==> config.mk <==
export PLATFORM = sky130hd
export DESIGN_NAME = lsc_regs_top
export DESIGN_NICKNAME = d
export VERILOG_FILES = /design/src/pkg/lsc_pkg.sv /design/src/rtl/lsc_regs_top.sv
export VERILOG_INCLUDE_DIRS = /design/src /design/src/pkg
export SDC_FILE = /design/constraint.sdc
export NUM_CORES = 1
export LEC_CHECK = 0
export ABC_AREA = 1
export BUFFER_PORTS_ARGS = -buffer_cell sky130_fd_sc_hd__buf_2
export CORE_ASPECT_RATIO = 0.75
export CORE_MARGIN = 2
export CORE_UTILIZATION = 49
export DETAILED_ROUTE_END_ITERATION = 7
export PLACE_DENSITY = 0.64
export SYNTH_ARGS = -nofsm -noshare
export SYNTH_HDL_FRONTEND = slang
export SYNTH_SLANG_ARGS = --single-unit
==> constraint.sdc <==
create_clock -name sys_clk -period 32.8 [get_ports sys_clk]
set_clock_uncertainty 0.15 [all_clocks]
set_input_delay 4.92 -clock sys_clk [delete_from_list [all_inputs] [get_ports sys_clk]]
set_output_delay 4.92 -clock sys_clk [all_outputs]
set_load 0.01 [all_outputs]
==> src/pkg/lsc_regs.svh <==
`ifndef LSC_REGS_SVH
`define LSC_REGS_SVH
// ----------------------------------------
// register indices (byte address = index * 4)
// ----------------------------------------
`define LSC_IDX_LED2 8'h19
`define LSC_IDX_LED1 8'h1A
`define LSC_IDX_CFG 8'h1B
`define LSC_IDX_CTRL 8'h20
`define LSC_IDX_THR 8'h21
`define LSC_IDX_STAT 8'h22
`define LSC_IDX_MASK 8'h23
// ----------------------------------------
// field positions
// ----------------------------------------
`define LSC_CFG_SENSOR_FILTER_TIME_HI 7
`define LSC_CFG_SENSOR_FILTER_TIME_LO 5
`define LSC_CFG_FORCE 4
`define LSC_CFG_UP_RES 3
`define LSC_CFG_MID_RES 2
`define LSC_CFG_UP_EN 1
`define LSC_CFG_MID_EN 0
`define LSC_CTRL_BL_EN 0
`define LSC_CTRL_SINK_RUN 1
`define LSC_CTRL_SQ_LAW 2
`define LSC_EV_DONE 0
`define LSC_EV_IGNORED 1
// ----------------------------------------
// reset values
// ----------------------------------------
`define LSC_RST_CODE 7'h00
`define LSC_RST_CFG 8'h00
`define LSC_RST_CTRL 3'h0
`define LSC_RST_THR 16'h0000
`define LSC_RST_EV 2'h0
// ----------------------------------------
// timing and current scale
// ----------------------------------------
`define LSC_CLK_MHZ 200
`define LSC_SENSOR_FILTER_TIME_BASE_MS 80
`define LSC_STEP_UA 236
`define LSC_FULL_UA 30000
`define LSC_CODE_MAX 7'h7F
`define LSC_CODE_MAX_SQ 16129
`endif

==> src/pkg/lsc_pkg.sv <==
package lsc_pkg;
    typedef enum logic [1:0] {
        LSC_IDLE = 2'b01,
        LSC_CONV = 2'b10
    } lsc_state_e;
    typedef logic [6:0] lsc_code_t;
endpackage

==> src/rtl/lsc_regs_top.sv <==
// Functional notes
// - each sink register holds a 7-bit code in bits 6:0 setting that LED's current.
// - code zero gives 0 mA, all ones 30 mA; linear law steps 0.236 mA.
// - LED1 sink code register sits at index 0x1A.
// - comparator configuration register sits at index 0x1B.
// - filter field bits 7:5 select 80 ms doubling per code to 10,240 ms.
// - writing one to force bit starts a sensor read when sinks run, backlight off.
// - force bit self-clears once conversion ends and both results are valid.
// - a force request is ignored while the backlight is enabled.
// - bit 3 reads the upper level comparator result, read-only.
// - bit 2 reads the middle level comparator result, read-only.
// - bit 1 enables the upper level comparator.
// - bit 0 enables the middle level comparator.
// - upper level result wins over middle level when both trip.
// - LED2 sink code register sits at index 0x19.
// - sensor below middle threshold trips middle level, selecting office brightness.
`include "lsc_regs.svh"
module lsc_regs_top
    import lsc_pkg::*;
#(
    parameter logic [31:0] SENSOR_FILTER_TIME_BASE_CYC = `LSC_SENSOR_FILTER_TIME_BASE_MS * 1000 * `LSC_CLK_MHZ
) (
    input wire logic sys_clk,
    input wire logic rst_n,
    input wire logic hsel,
    input wire logic [31:0] haddr,
    input wire logic [1:0] htrans,
    input wire logic hwrite,
    input wire logic [2:0] hsize,
    input wire logic [31:0] hwdata,
    input wire logic hready,
    output logic hreadyout,
    output logic hresp,
    output logic [31:0] hrdata,
    input wire logic [7:0] light_sensor_input,
    output logic [6:0] led1_current_code,
    output logic [6:0] led2_current_code,
    output logic [14:0] led1_sink_ua,
    output logic [14:0] led2_sink_ua,
    output logic [1:0] light_level,
    output logic irq
);
    // ----------------------------------------
    // state
    // ----------------------------------------
    lsc_code_t led1_ff, led2_ff, nxt_led1, nxt_led2;
    logic [14:0] ua1_ff, ua2_ff, nxt_ua1, nxt_ua2;
    logic [2:0] sensor_filter_time_ff, nxt_sensor_filter_time, ctrl_ff, nxt_ctrl;
    logic force_ff, nxt_force, up_en_ff, nxt_up_en, mid_en_ff, nxt_mid_en;
    logic up_res_ff, nxt_up_res, mid_res_ff, nxt_mid_res;
    logic [15:0] thr_ff, nxt_thr;
    logic [1:0] stat_ff, nxt_stat, mask_ff, nxt_mask, level_ff, nxt_level;
    lsc_state_e state_ff, nxt_state;
    logic [31:0] cnt_ff, nxt_cnt, target;
    logic dp_wr_ff, nxt_dp_wr, dp_rd_ff, nxt_dp_rd, rd_ok_ff, nxt_rd_ok;
    logic [7:0] dp_idx_ff, nxt_dp_idx;
    logic [31:0] rdata_ff, nxt_rdata;
    logic ap, done, wr_cfg, bl_en, sink_run;
    logic [1:0] ev;
    logic [31:0] rd_val;

    // code to sink current in microamps, linear or square law
    function automatic logic [14:0] lsc_ua(input logic [6:0] c, input logic sq);
        logic [28:0] p;
        p = 29'(c) * 29'(c) * 29'(`LSC_FULL_UA);
        if (c == `LSC_CODE_MAX)
            lsc_ua = 15'(`LSC_FULL_UA);
        else if (sq)
            lsc_ua = 15'(p / 29'(`LSC_CODE_MAX_SQ));
        else
            lsc_ua = 15'(15'(c) * 15'(`LSC_STEP_UA));
    endfunction

    // ----------------------------------------
    // combinational helpers
    // ----------------------------------------
    assign ap = hsel & htrans[1] & hready;
    assign bl_en = ctrl_ff[`LSC_CTRL_BL_EN];
    assign sink_run = ctrl_ff[`LSC_CTRL_SINK_RUN];
    assign wr_cfg = dp_wr_ff && dp_idx_ff == `LSC_IDX_CFG;
    assign target = SENSOR_FILTER_TIME_BASE_CYC << sensor_filter_time_ff;
    assign done = state_ff == LSC_CONV && cnt_ff == target - 32'h1;
    assign hreadyout = ~(dp_rd_ff & ~rd_ok_ff); // reads take one wait state
    assign hresp = 1'b0;
    assign hrdata = rdata_ff;
    assign led1_current_code = led1_ff;
    assign led2_current_code = led2_ff;
    assign led1_sink_ua = ua1_ff;
    assign led2_sink_ua = ua2_ff;
    assign light_level = level_ff;
    assign irq = |(stat_ff & mask_ff);

    // read mux, unmapped reads return zero
    always_comb begin
        case (dp_idx_ff)
            `LSC_IDX_LED2: rd_val = {25'h0, led2_ff};
            `LSC_IDX_LED1: rd_val = {25'h0, led1_ff};
            `LSC_IDX_CFG: rd_val = {24'h0, sensor_filter_time_ff, force_ff, up_res_ff, mid_res_ff, up_en_ff, mid_en_ff};
            `LSC_IDX_CTRL: rd_val = {29'h0, ctrl_ff};
            `LSC_IDX_THR: rd_val = {16'h0, thr_ff};
            `LSC_IDX_STAT: rd_val = {30'h0, stat_ff};
            `LSC_IDX_MASK: rd_val = {30'h0, mask_ff};
            default: rd_val = 32'h0;
        endcase
    end

    // ----------------------------------------
    // next-state logic: bus, registers, conversion
    // ----------------------------------------
    always_comb begin
        nxt_dp_wr = ap & hwrite;
        nxt_dp_rd = ap ? ~hwrite : dp_rd_ff & ~rd_ok_ff;
        nxt_rd_ok = dp_rd_ff & ~rd_ok_ff & ~ap;
        nxt_dp_idx = ap ? haddr[9:2] : dp_idx_ff;
        nxt_rdata = (dp_rd_ff & ~rd_ok_ff) ? rd_val : rdata_ff;
        nxt_led1 = led1_ff;
        nxt_led2 = led2_ff;
        nxt_sensor_filter_time = sensor_filter_time_ff;
        nxt_ctrl = ctrl_ff;
        nxt_thr = thr_ff;
        nxt_mask = mask_ff;
        nxt_up_en = up_en_ff;
        nxt_mid_en = mid_en_ff;
        nxt_force = force_ff;
        nxt_state = state_ff;
        nxt_cnt = cnt_ff;
        nxt_up_res = up_res_ff;
        nxt_mid_res = mid_res_ff;
        ev = 2'h0;
        // register writes; bit 7 of sink registers is dropped
        if (dp_wr_ff) begin
            case (dp_idx_ff)
                `LSC_IDX_LED2: nxt_led2 = hwdata[6:0];
                `LSC_IDX_LED1: nxt_led1 = hwdata[6:0];
                `LSC_IDX_CFG: begin
                    nxt_sensor_filter_time = hwdata[`LSC_CFG_SENSOR_FILTER_TIME_HI:`LSC_CFG_SENSOR_FILTER_TIME_LO];
                    nxt_up_en = hwdata[`LSC_CFG_UP_EN];
                    nxt_mid_en = hwdata[`LSC_CFG_MID_EN];
                end
                `LSC_IDX_CTRL: nxt_ctrl = hwdata[2:0];
                `LSC_IDX_THR: nxt_thr = hwdata[15:0];
                `LSC_IDX_MASK: nxt_mask = hwdata[1:0];
                default: ;
            endcase
        end
        // forced read request
        if (wr_cfg && hwdata[`LSC_CFG_FORCE] && !force_ff) begin
            if (bl_en)
                ev[`LSC_EV_IGNORED] = 1'b1;
            else if (sink_run && state_ff == LSC_IDLE) begin
                nxt_force = 1'b1;
                nxt_state = LSC_CONV;
                nxt_cnt = 32'h0;
            end
        end
        // conversion sequencing
        case (state_ff)
            LSC_IDLE: begin
                if (bl_en && (up_en_ff || mid_en_ff)) begin
                    nxt_state = LSC_CONV; // periodic sampling while backlight on
                    nxt_cnt = 32'h0;
                end
            end
            LSC_CONV: begin
                nxt_cnt = cnt_ff + 32'h1;
                if (done) begin
                    nxt_state = LSC_IDLE;
                    nxt_up_res = up_en_ff && light_sensor_input < thr_ff[15:8];
                    nxt_mid_res = mid_en_ff && light_sensor_input < thr_ff[7:0];
                    nxt_force = 1'b0;
                    ev[`LSC_EV_DONE] = 1'b1;
                end
            end
            default: nxt_state = LSC_IDLE;
        endcase
        // disabled comparators report no trip
        if (!nxt_up_en)
            nxt_up_res = 1'b0;
        if (!nxt_mid_en)
            nxt_mid_res = 1'b0;
        // upper level takes priority
        nxt_level = nxt_up_res ? 2'h2 : (nxt_mid_res ? 2'h1 : 2'h0);
        // sticky events, write one to clear, set wins
        nxt_stat = stat_ff;
        if (dp_wr_ff && dp_idx_ff == `LSC_IDX_STAT)
            nxt_stat = stat_ff & ~hwdata[1:0];
        nxt_stat = nxt_stat | ev;
        nxt_ua1 = lsc_ua(nxt_led1, nxt_ctrl[`LSC_CTRL_SQ_LAW]);
        nxt_ua2 = lsc_ua(nxt_led2, nxt_ctrl[`LSC_CTRL_SQ_LAW]);
    end

    // ----------------------------------------
    // registers
    // ----------------------------------------
    always_ff @(posedge sys_clk) begin
        if (!rst_n) begin
            led1_ff <= `LSC_RST_CODE;
            led2_ff <= `LSC_RST_CODE;
            ua1_ff <= 15'h0;
            ua2_ff <= 15'h0;
            {sensor_filter_time_ff, force_ff, up_res_ff, mid_res_ff, up_en_ff, mid_en_ff} <= `LSC_RST_CFG;
            ctrl_ff <= `LSC_RST_CTRL;
            thr_ff <= `LSC_RST_THR;
            stat_ff <= `LSC_RST_EV;
            mask_ff <= `LSC_RST_EV;
            level_ff <= 2'h0;
            state_ff <= LSC_IDLE;
            cnt_ff <= 32'h0;
            dp_wr_ff <= 1'b0;
            dp_rd_ff <= 1'b0;
            rd_ok_ff <= 1'b0;
            dp_idx_ff <= 8'h00;
            rdata_ff <= 32'h0;
        end else begin
            led1_ff <= nxt_led1;
            led2_ff <= nxt_led2;
            ua1_ff <= nxt_ua1;
            ua2_ff <= nxt_ua2;
            sensor_filter_time_ff <= nxt_sensor_filter_time;
            force_ff <= nxt_force;
            up_res_ff <= nxt_up_res;
            mid_res_ff <= nxt_mid_res;
            up_en_ff <= nxt_up_en;
            mid_en_ff <= nxt_mid_en;
            ctrl_ff <= nxt_ctrl;
            thr_ff <= nxt_thr;
            stat_ff <= nxt_stat;
            mask_ff <= nxt_mask;
            level_ff <= nxt_level;
            state_ff <= nxt_state;
            cnt_ff <= nxt_cnt;
            dp_wr_ff <= nxt_dp_wr;
            dp_rd_ff <= nxt_dp_rd;
            rd_ok_ff <= nxt_rd_ok;
            dp_idx_ff <= nxt_dp_idx;
            rdata_ff <= nxt_rdata;
        end
    end

    // ----------------------------------------
    // assertions
    // ----------------------------------------
    chk_led1_write: assert property (@(posedge sys_clk) disable iff (!rst_n)
        dp_wr_ff && dp_idx_ff == 8'h1A |=> led1_current_code == $past(hwdata[6:0]))
        else $error("led1 code not written");
    chk_led2_write: assert property (@(posedge sys_clk) disable iff (!rst_n)
        dp_wr_ff && dp_idx_ff == 8'h19 |=> led2_current_code == $past(hwdata[6:0]))
        else $error("led2 code not written");
    chk_resv_reads_zero: assert property (@(posedge sys_clk) disable iff (!rst_n)
        dp_rd_ff && !rd_ok_ff && (dp_idx_ff == 8'h19 || dp_idx_ff == 8'h1A) |=> hrdata[31:7] == 25'h0)
        else $error("reserved sink bits not zero");
    chk_ua_ends: assert property (@(posedge sys_clk) disable iff (!rst_n)
        (led1_current_code == 7'h00 |-> led1_sink_ua == 15'h0)
        and (led1_current_code == 7'h7F |-> led1_sink_ua == 15'd30000))
        else $error("sink current end points wrong");
    chk_sensor_filter_time_span: assert property (@(posedge sys_clk) disable iff (!rst_n)
        state_ff == LSC_CONV && cnt_ff == (SENSOR_FILTER_TIME_BASE_CYC << sensor_filter_time_ff) - 32'h1 |=> state_ff == LSC_IDLE)
        else $error("filter time not honoured");
    chk_force_start: assert property (@(posedge sys_clk) disable iff (!rst_n)
        wr_cfg && hwdata[4] && !force_ff && !bl_en && sink_run && state_ff == LSC_IDLE
        |=> force_ff && state_ff == LSC_CONV)
        else $error("forced read did not start");
    chk_force_clear: assert property (@(posedge sys_clk) disable iff (!rst_n)
        $fell(force_ff) |-> $past(done) && state_ff == LSC_IDLE)
        else $error("force bit cleared early");
    chk_force_ignored: assert property (@(posedge sys_clk) disable iff (!rst_n)
        wr_cfg && hwdata[4] && !force_ff && bl_en |=> !force_ff ##0 stat_ff[1])
        else $error("force accepted with backlight on");
    chk_result_read: assert property (@(posedge sys_clk) disable iff (!rst_n)
        dp_rd_ff && !rd_ok_ff && dp_idx_ff == 8'h1B |=> hrdata[3:2] == {$past(up_res_ff), $past(mid_res_ff)})
        else $error("result bits misread");
    chk_upper_gate: assert property (@(posedge sys_clk) disable iff (!rst_n)
        !up_en_ff |-> !up_res_ff)
        else $error("upper result with comparator off");
    chk_middle_gate: assert property (@(posedge sys_clk) disable iff (!rst_n)
        !mid_en_ff |-> !mid_res_ff)
        else $error("middle result with comparator off");
    chk_level_prio: assert property (@(posedge sys_clk) disable iff (!rst_n)
        (up_res_ff |-> light_level == 2'h2) and (!up_res_ff && mid_res_ff |-> light_level == 2'h1))
        else $error("level priority wrong");
    chk_middle_trip: assert property (@(posedge sys_clk) disable iff (!rst_n)
        done && mid_en_ff && light_sensor_input < thr_ff[7:0] && !wr_cfg |=> mid_res_ff)
        else $error("middle level did not trip");
    // result capture, force hold, linear law and read wait state
    chk_upper_trip: assert property (@(posedge sys_clk) disable iff (!rst_n)
        done && up_en_ff && light_sensor_input < thr_ff[15:8] && !wr_cfg |=> up_res_ff)
        else $error("upper level did not trip");
    chk_force_hold: assert property (@(posedge sys_clk) disable iff (!rst_n)
        force_ff && !done |=> force_ff)
        else $error("force bit dropped before conversion end");
    chk_force_blocked: assert property (@(posedge sys_clk) disable iff (!rst_n)
        bl_en && !force_ff |=> !force_ff)
        else $error("force bit set with backlight on");
    chk_sink_linear: assert property (@(posedge sys_clk) disable iff (!rst_n)
        !ctrl_ff[`LSC_CTRL_SQ_LAW] && led1_current_code != 7'h7F |-> led1_sink_ua == 15'(led1_current_code) * 15'(`LSC_STEP_UA))
        else $error("linear sink current wrong");
    chk_read_wait: assert property (@(posedge sys_clk) disable iff (!rst_n)
        ap && !hwrite |=> !hreadyout ##1 hreadyout)
        else $error("read wait state wrong");
endmodule

==> run_results.csv, run 1 <==
group,metric,value,unit
power_and_ir_drop,swShare,33.03,%
grt,grt-ovfl-total,0,
power_and_ir_drop,p_leak,0.02319,uW
power_and_ir_drop,p_comb_share,14.7,%
clock_network,cts_max_level,4,
yosys,synth-seq-area-share,7.126,%
setup_path,path_buf_inv,22,
grt,grt_pass1_wl,178.0,mm
drt,via_per_inst,5.282,
setup_path,r2r-end,"led1_sink_ua[0]$_SDFF_PP0_",
grt,antenna_found_initial,1,
setup_path,critPathLaunchType,"primary input",
sta,whs,0.3110,ns
yosys,synth_fa_ha_area_share,16.12,%
yosys,synth_top_family_by_area,"simple AND/OR/NAND/NOR gates",
setup_path,path_delay_family,"simple AND/OR/NAND/NOR gates",
sta,finalSetupViolCount,0,
clock_network,clkSlewWorstSetupHoldPaths,0.08,ns
setup_path,crit_required,33.06,ns
floorplanning,ioPinCount,163,
sta,layout_min_cycle_time,30.65,ns
drt,drtAntennaViolNets,0,
yosys,yosysWarnings,0,
floorplanning,die_area,80830,sq um
setup_path,cp_common_cell,"nand2_1",
worst_hold_path,hold_end,"hrdata[8]$_SDFFE_PN0P_",
floorplanning,dieHeight,246.7,um
place,numPortBuffers,101,
power_and_ir_drop,p_clk_share,47.3,%
final_layout,layout.nets,6839,
worst_hold_path,hold_path_class,"flip-flop to flip-flop",
setup_path,crit_type,"primary input to flip-flop",
power_and_ir_drop,p_int,296.2,uW
power_and_ir_drop,ir_drop,0.04262,mV
sta,slew_violations,0,
power_and_ir_drop,power_switching,146.1,uW
clock_network,cts-root-buf,"clkbuf_16",
clock_network,cts_setup_buffers,0,
final_layout,antenna_cells,0,
yosys,ys_ff_latch,137,
yosys,async_flop_share,0,%
yosys,synth_edf_count,0,
setup_path,end_kind,"flip-flop",
yosys,synth_cell_types,86,
final_layout,drive_gt1_share,14.71,%
floorplanning,row_count,88,
clock_network,cts_tree,"built",
yosys,syn_avg_cell_area,6.110,sq um
floorplanning,coreArea,77290,sq um
clock_network,cts_buffer_depth,2,
sta,slew_headroom,27.88,%
place,gp_congestion,0.9047,
sta,hold_viol,0,
drt,drt_wl_total,107.2,mm
yosys,synth_area,38490,sq um
place,dp_cells,7352,
drt,drt_pass1_iterations,6,
clock_network,cts_resized,0,
yosys,synth_mux_area_share,0,%
setup_path,critPathArrivalTime,30.91,ns
floorplanning,die_x,327.6,um
grt,grt_start_max_net_pins,46,
worst_hold_path,hold_depth,2,
run_status,status,"completed",
yosys,synth-main-ff-cell,"dfxtp_1",
grt,grt_pass1_vias,35080,
power_and_ir_drop,seqPwrFrac,38.0,%
sta,fmax,32.63,MHz
setup_path,critical_path_peak_fanout,24,
clock_network,cts.sinks,137,
setup_path,max_stage_delay,0.55,ns
yosys,yosys.area.top_type,"nand2_1",
clock_network,numCtsBuffers,17,
sta,tns,0,ns
sta,rsz0062_at_grt,"no",
setup_path,path_depth,150,
clock_network,hold_buffers,0,
setup_path,r2r_slack,5.76,ns
job,drv_cap,0,
setup_path,reg2regPathDepth,155,
power_and_ir_drop,design_power_total,442.4,uW
worst_hold_path,min_from,"thr_ff[8]$_SDFFE_PN0P_",
final_layout,area_delta_synth_final,4.177,%
drt,drt_iter0_markers,3120,
grt,grtUsageTotal,26.34,%
drt,wl_per_cell,14.52,um
setup_path,cp_slowest_cell,"fa_1",
final_layout,finalNonFillerCells,7386,
yosys,synthSimpleGateAreaFrac,47.14,%
yosys,syn_inst,6299,
drt,vias,39020,
yosys,synthXorXnorAreaFrac,6.453,%
yosys,synth.top_cell.area_share,15.32,%
yosys,synth.top_cells.by_area,"nand2_1 (15%), inv_1 (9.6%), ha_1 (9.5%), nand3_1 (7.4%), dfxtp_1 (7.1%)",
drt,drc,0,
clock_network,insertion_delay,0.49,ns
power_and_ir_drop,p_per_area,11.03,nW/um^2
sta,tightest_slew,1.078,ns
place,post-dp-hpwl,88.84,mm
sta,period_share,93.44,%
floorplanning,start_util,49.79,%
setup_path,r2r-start,"dp_idx_ff[5]$_SDFFE_PN0P_",
yosys,synth_compound_area_share,9.421,%
final_layout,nFillCells,8152,
kinds of logic (layout without fill, tap and decap cells):
kind of cell,count (synthesis),in the layout
AO/OA/AOI/OAI,621,621
flip-flops,137,137
AND/OR/NAND/NOR,3646,3648
buffers and inverters,1194,1228
adder cells (fa/ha/maj),419,419
other,1,17
XOR/XNOR,281,281
synth_stat cells, drive strengths merged (4+ instances only):
master,count
nor3b,5
a21o,13
fa,128
nand3b,29
o2111ai,6
o31ai,7
clkbuf,35
o32ai,6
nor3,65
o21bai,14
a31oi,11
a311oi,4
buf,92
a211oi,5
o22ai,24
a21oi,220
nand3,659
a21boi,8
xnor2,67
inv,1049
nor2,696
nand4,182
nor4,15
or2,20
o211ai,20
ha,291
dfxtp,137
o21a,5
bufinv,4
xor2,214
o21ai,262
nand2,1967
clkinv,13
and2,6
how the worst max path moves through the flow:
stage               slack, ns  startpoint                         end
finish                   2.15   hwdata[1]  led1_sink_ua[0]$_SDFF_PP0_
global route             0.05   hwdata[1]  led1_sink_ua[0]$_SDFF_PP0_
CTS                      1.74   hwdata[4]  led1_sink_ua[0]$_SDFF_PP0_
detailed placement       1.32   hwdata[4]  led1_sink_ua[0]$_SDFF_PP0_
global placement         1.53   hwdata[4]  led1_sink_ua[0]$_SDFF_PP0_
floorplan                6.76   hwdata[0]  led1_sink_ua[0]$_SDFF_PP0_
worst min-delay path, delay by kind of cell, from the launching register on:
kind	cells	cell delay, ns
AOI/OAI and AO/OA	1	0.05
DFF	1	0.31
and+or+nand+nor	1	0.06
cells in the final DEF (no fill, tap or decap), types with 11 or more instances in the layout:
cell	netlist	final
fa_1	128	128
a21oi_1	210	209
nand3_2	73	72
buf_2	5	101
o22ai_1	24	24
o21ai_0	206	205
buf_4	33	29
nor2_2	83	85
nor3_1	60	60
dfxtp_1	137	137
nand3_1	568	568
xnor2_1	66	66
nor4_1	14	14
clkbuf_16	0	17
o211ai_1	20	20
nor2_1	565	563
ha_1	291	291
a21o_1	12	12
o21ai_2	13	17
nand2_4	105	107
conb_1	1	17
nor2_4	45	45
nand2_2	285	283
inv_1	981	981
xor2_1	212	209
nand4_1	178	178
inv_2	61	61
o21ai_1	38	35
a31oi_1	11	11
nand3b_1	28	28
o21bai_1	13	13
nand3_4	18	21
or2_2	15	15
nand2_1	1571	1570
layout make-up:
| class | count | area, sq um | area share (%) |
|---|---|---|---|
| clock buffers | 17 | 425.4 | 1.061 |
| clock inverters | 15 | 177.7 | 0.4431 |
| inverters | 1066 | 4088 | 10.20 |
| multi-input cells | 4986 | 30640 | 76.43 |
| flip-flops and latches | 137 | 2743 | 6.840 |
| well taps | 1035 | 1295 | 3.230 |
| repair buffers | 130 | 723.2 | 1.804 |
routing by layer:
layer	wire, um	up-vias	track usage [%]
met4	1060	0	4.277
met1	57490	17840	41.76
met3	6316	44	2.431
li1	-	20150	-
met2	42370	985	38.27
met5	0	-	0
power by group through the flow:
stage	clock network [uW]	logic, uW	registers, uW
after floorplan	0	50.9	172
after global placement	0	63.2	172
after detailed placement	0	64.0	172
after CTS	215	64.3	168
after global routing	220	72.7	168
final	209	65.0	168
registers in the layout (all words and copies together), names as in the netlist, 2 cells and up:
name                   cells
cnt_ff                    32
ctrl_ff                    3
dp_idx_ff                  8
hrdata                    16
led1_current_code          7
led1_sink_ua              15
led2_current_code          7
led2_sink_ua              15
mask_ff                    2
sensor_filter_time_ff      3
stat_ff                    2
state_ff                   2
thr_ff                    16
through the flow:
stage	instance area (sq um)	setup WS [ns]	util [%]
CTS	39970	1.745	51.72
global placement	39370	1.530	50.94
global route	40090	0.04583	51.87
floorplan	38550	6.762	-
detailed placement	39370	1.324	50.94
finish	40090	2.153	51.87
Power figures use the tool's default switching activity.
==> inputs of run 2 (changes only) <==
- CORE_UTILIZATION: 49 -> 45
- PLACE_DENSITY: 0.64 -> 0.59
- clock period: 32.8 -> 36.6 ns (I/O delays scaled with it)
==> run 2 against run 1 <==
Against the previous run: sequential share of layout area about the same; die area increased by 8.8%; hold slack got worse by 0.0039 ns; critical endpoint is now led2_sink_ua[0]$_SDFF_PP0_; largest cell class unchanged; combinational power decreased by 11%.
==> run_results.csv, run 2 (synthesized netlist as in run 1, its figures left out) <==
group,metric,value,unit
grt,grt_start_max_net_pins,46,
drt,drt_pass1_iterations,6,
power_and_ir_drop,p_leak,0.02306,uW
sta,tns,0,ns
clock_network,cts_max_level,4,
clock_network,insertion_delay,0.52,ns
drt,drtAntennaViolNets,0,
clock_network,clkSlewWorstSetupHoldPaths,0.08,ns
clock_network,cts_setup_buffers,0,
worst_hold_path,min_from,"thr_ff[9]$_SDFFE_PN0P_",
job,drv_cap,0,
setup_path,critPathArrivalTime,33.16,ns
setup_path,path_delay_family,"simple AND/OR/NAND/NOR gates",
final_layout,largest_reg_flops,32,
final_layout,top_register,"cnt_ff",
sta,layout_min_cycle_time,32.90,ns
setup_path,critical_path_peak_fanout,25,
final_layout,layout.nets,6822,
clock_network,cts.sinks,137,
final_layout,drive_gt1_share,14.30,%
drt,drt_wl_total,108.6,mm
setup_path,end_kind,"flip-flop",
setup_path,critPathLaunchType,"primary input",
final_layout,antenna_cells,0,
setup_path,cp_slowest_cell,"xor2_1",
sta,finalSetupViolCount,0,
sta,rsz0062_at_grt,"no",
setup_path,setup.worst_path.start,"hwdata[0]",
setup_path,path_buf_inv,20,
clock_network,hold_buffers,0,
setup_path,crit_type,"primary input to flip-flop",
clock_network,numCtsBuffers,17,
grt,grt_pass1_wl,181.3,mm
sta,tightest_slew,1.092,ns
sta,fmax,30.39,MHz
grt,grtUsageTotal,24.72,%
sta,period_share,89.90,%
floorplanning,start_util,45.61,%
floorplanning,dieHeight,257.3,um
floorplanning,coreArea,84380,sq um
setup_path,crit_required,36.86,ns
setup_path,max_stage_delay,0.66,ns
floorplanning,ioPinCount,163,
sta,slew_headroom,26.72,%
place,gp_congestion,0.8984,
clock_network,cts_buffer_depth,2,
power_and_ir_drop,p_per_area,10.03,nW/um^2
grt,grt_pass1_vias,35180,
floorplanning,die_x,341.7,um
sta,hold_viol,0,
final_layout,layout_commonest_cell,"nand2_1",
floorplanning,row_count,92,
setup_path,r2r-start,"dp_idx_ff[0]$_SDFFE_PN0P_",
clock_network,cts_tree,"built",
setup_path,r2r_slack,7.96,ns
power_and_ir_drop,ir_drop,0.03510,mV
drt,via_per_inst,5.206,
place,post-dp-hpwl,90.34,mm
worst_hold_path,hold_path_class,"flip-flop to flip-flop",
final_layout,most-common-layout-cells,"nand2_1 (1571), inv_1 (981), nand3_1 (568), nor2_1 (565), ha_1 (291)",
clock_network,cts_resized,0,
place,numPortBuffers,101,
clock_network,cts-root-buf,"clkbuf_16",
setup_path,cp_common_cell,"nand2_1",
grt,antenna_found_initial,1,
power_and_ir_drop,design_power_total,400.5,uW
grt,grt-ovfl-total,0,
final_layout,area_delta_synth_final,3.768,%
drt,drt_iter0_markers,3013,
drt,wl_per_cell,14.55,um
drt,vias,38850,
drt,drc,0,
floorplanning,die_area,87910,sq um
sta,slew_violations,0,
run_status,status,"completed",
-- run 2: area by class of cell --
cell class / instances / area (sq um)
flip-flops and latches: 137 / 2743
fillers: 9087 / 44440
clock buffers: 18 / 429.2
clock inverters: 14 / 132.6
repair buffers: 115 / 610.6
inverters: 1066 / 4088
well taps: 1128 / 1411
multi-input cells: 4984 / 30520
-- run 2: metal layers --
layer  share of wire (%)  vias to the layer above  wire length [um]  GRT usage [%]
met4                 1.5                        0              1617          4.968
met5                   0                        -                 0              0
met3                 6.1                       67              6630          2.756
met2                  39                      936             41840          34.53
li1                    -                    20100                 -              -
met1                  54                    17740             58470          39.66
-- run 2: final timing paths --
| check | to | depth (start not counted) |
|---|---|---|
| setup / recovery | led2_sink_ua[0]$_SDFF_PP0_ | 143 |
| hold / removal | hrdata[9]$_SDFFE_PN0P_ | 2 |
| setup reg to reg | led2_sink_ua[0]$_SDFF_PP0_ | 146 |
| hold reg to reg | hrdata[9]$_SDFFE_PN0P_ | 2 |
-- run 2: tightest hold or removal path: cells and delay by family (launching register included) --
kind,cells,cell delay (ns)
AO/OA/AOI/OAI,1,0.05
AND/OR/NAND/NOR,1,0.06
flip-flops,1,0.31
-- run 2: power breakdown --
| group | switching (uW) | internal, uW |
|---|---|---|
| clock | 102 | 90.2 |
| combinational | 39.6 | 18.3 |
| sequential | 0.807 | 150 |
-- run 2: per-stage QoR --
stage          hold WS (ns)  worst slack, ns  std cells  utilization (%)  cell area [sq um]
2_1_floorplan        0.2891            9.992       6315                -              38550
3_3_place_gp         0.3001            3.566       7430            46.67              39380
3_5_place_dp         0.3023            3.610       7430            46.67              39380
4_1_cts              0.3135            3.972       7462            47.33              39940
5_1_grt              0.3299           0.9194       7462            47.33              39940
6_report             0.3071            3.697       7462            47.33              39940
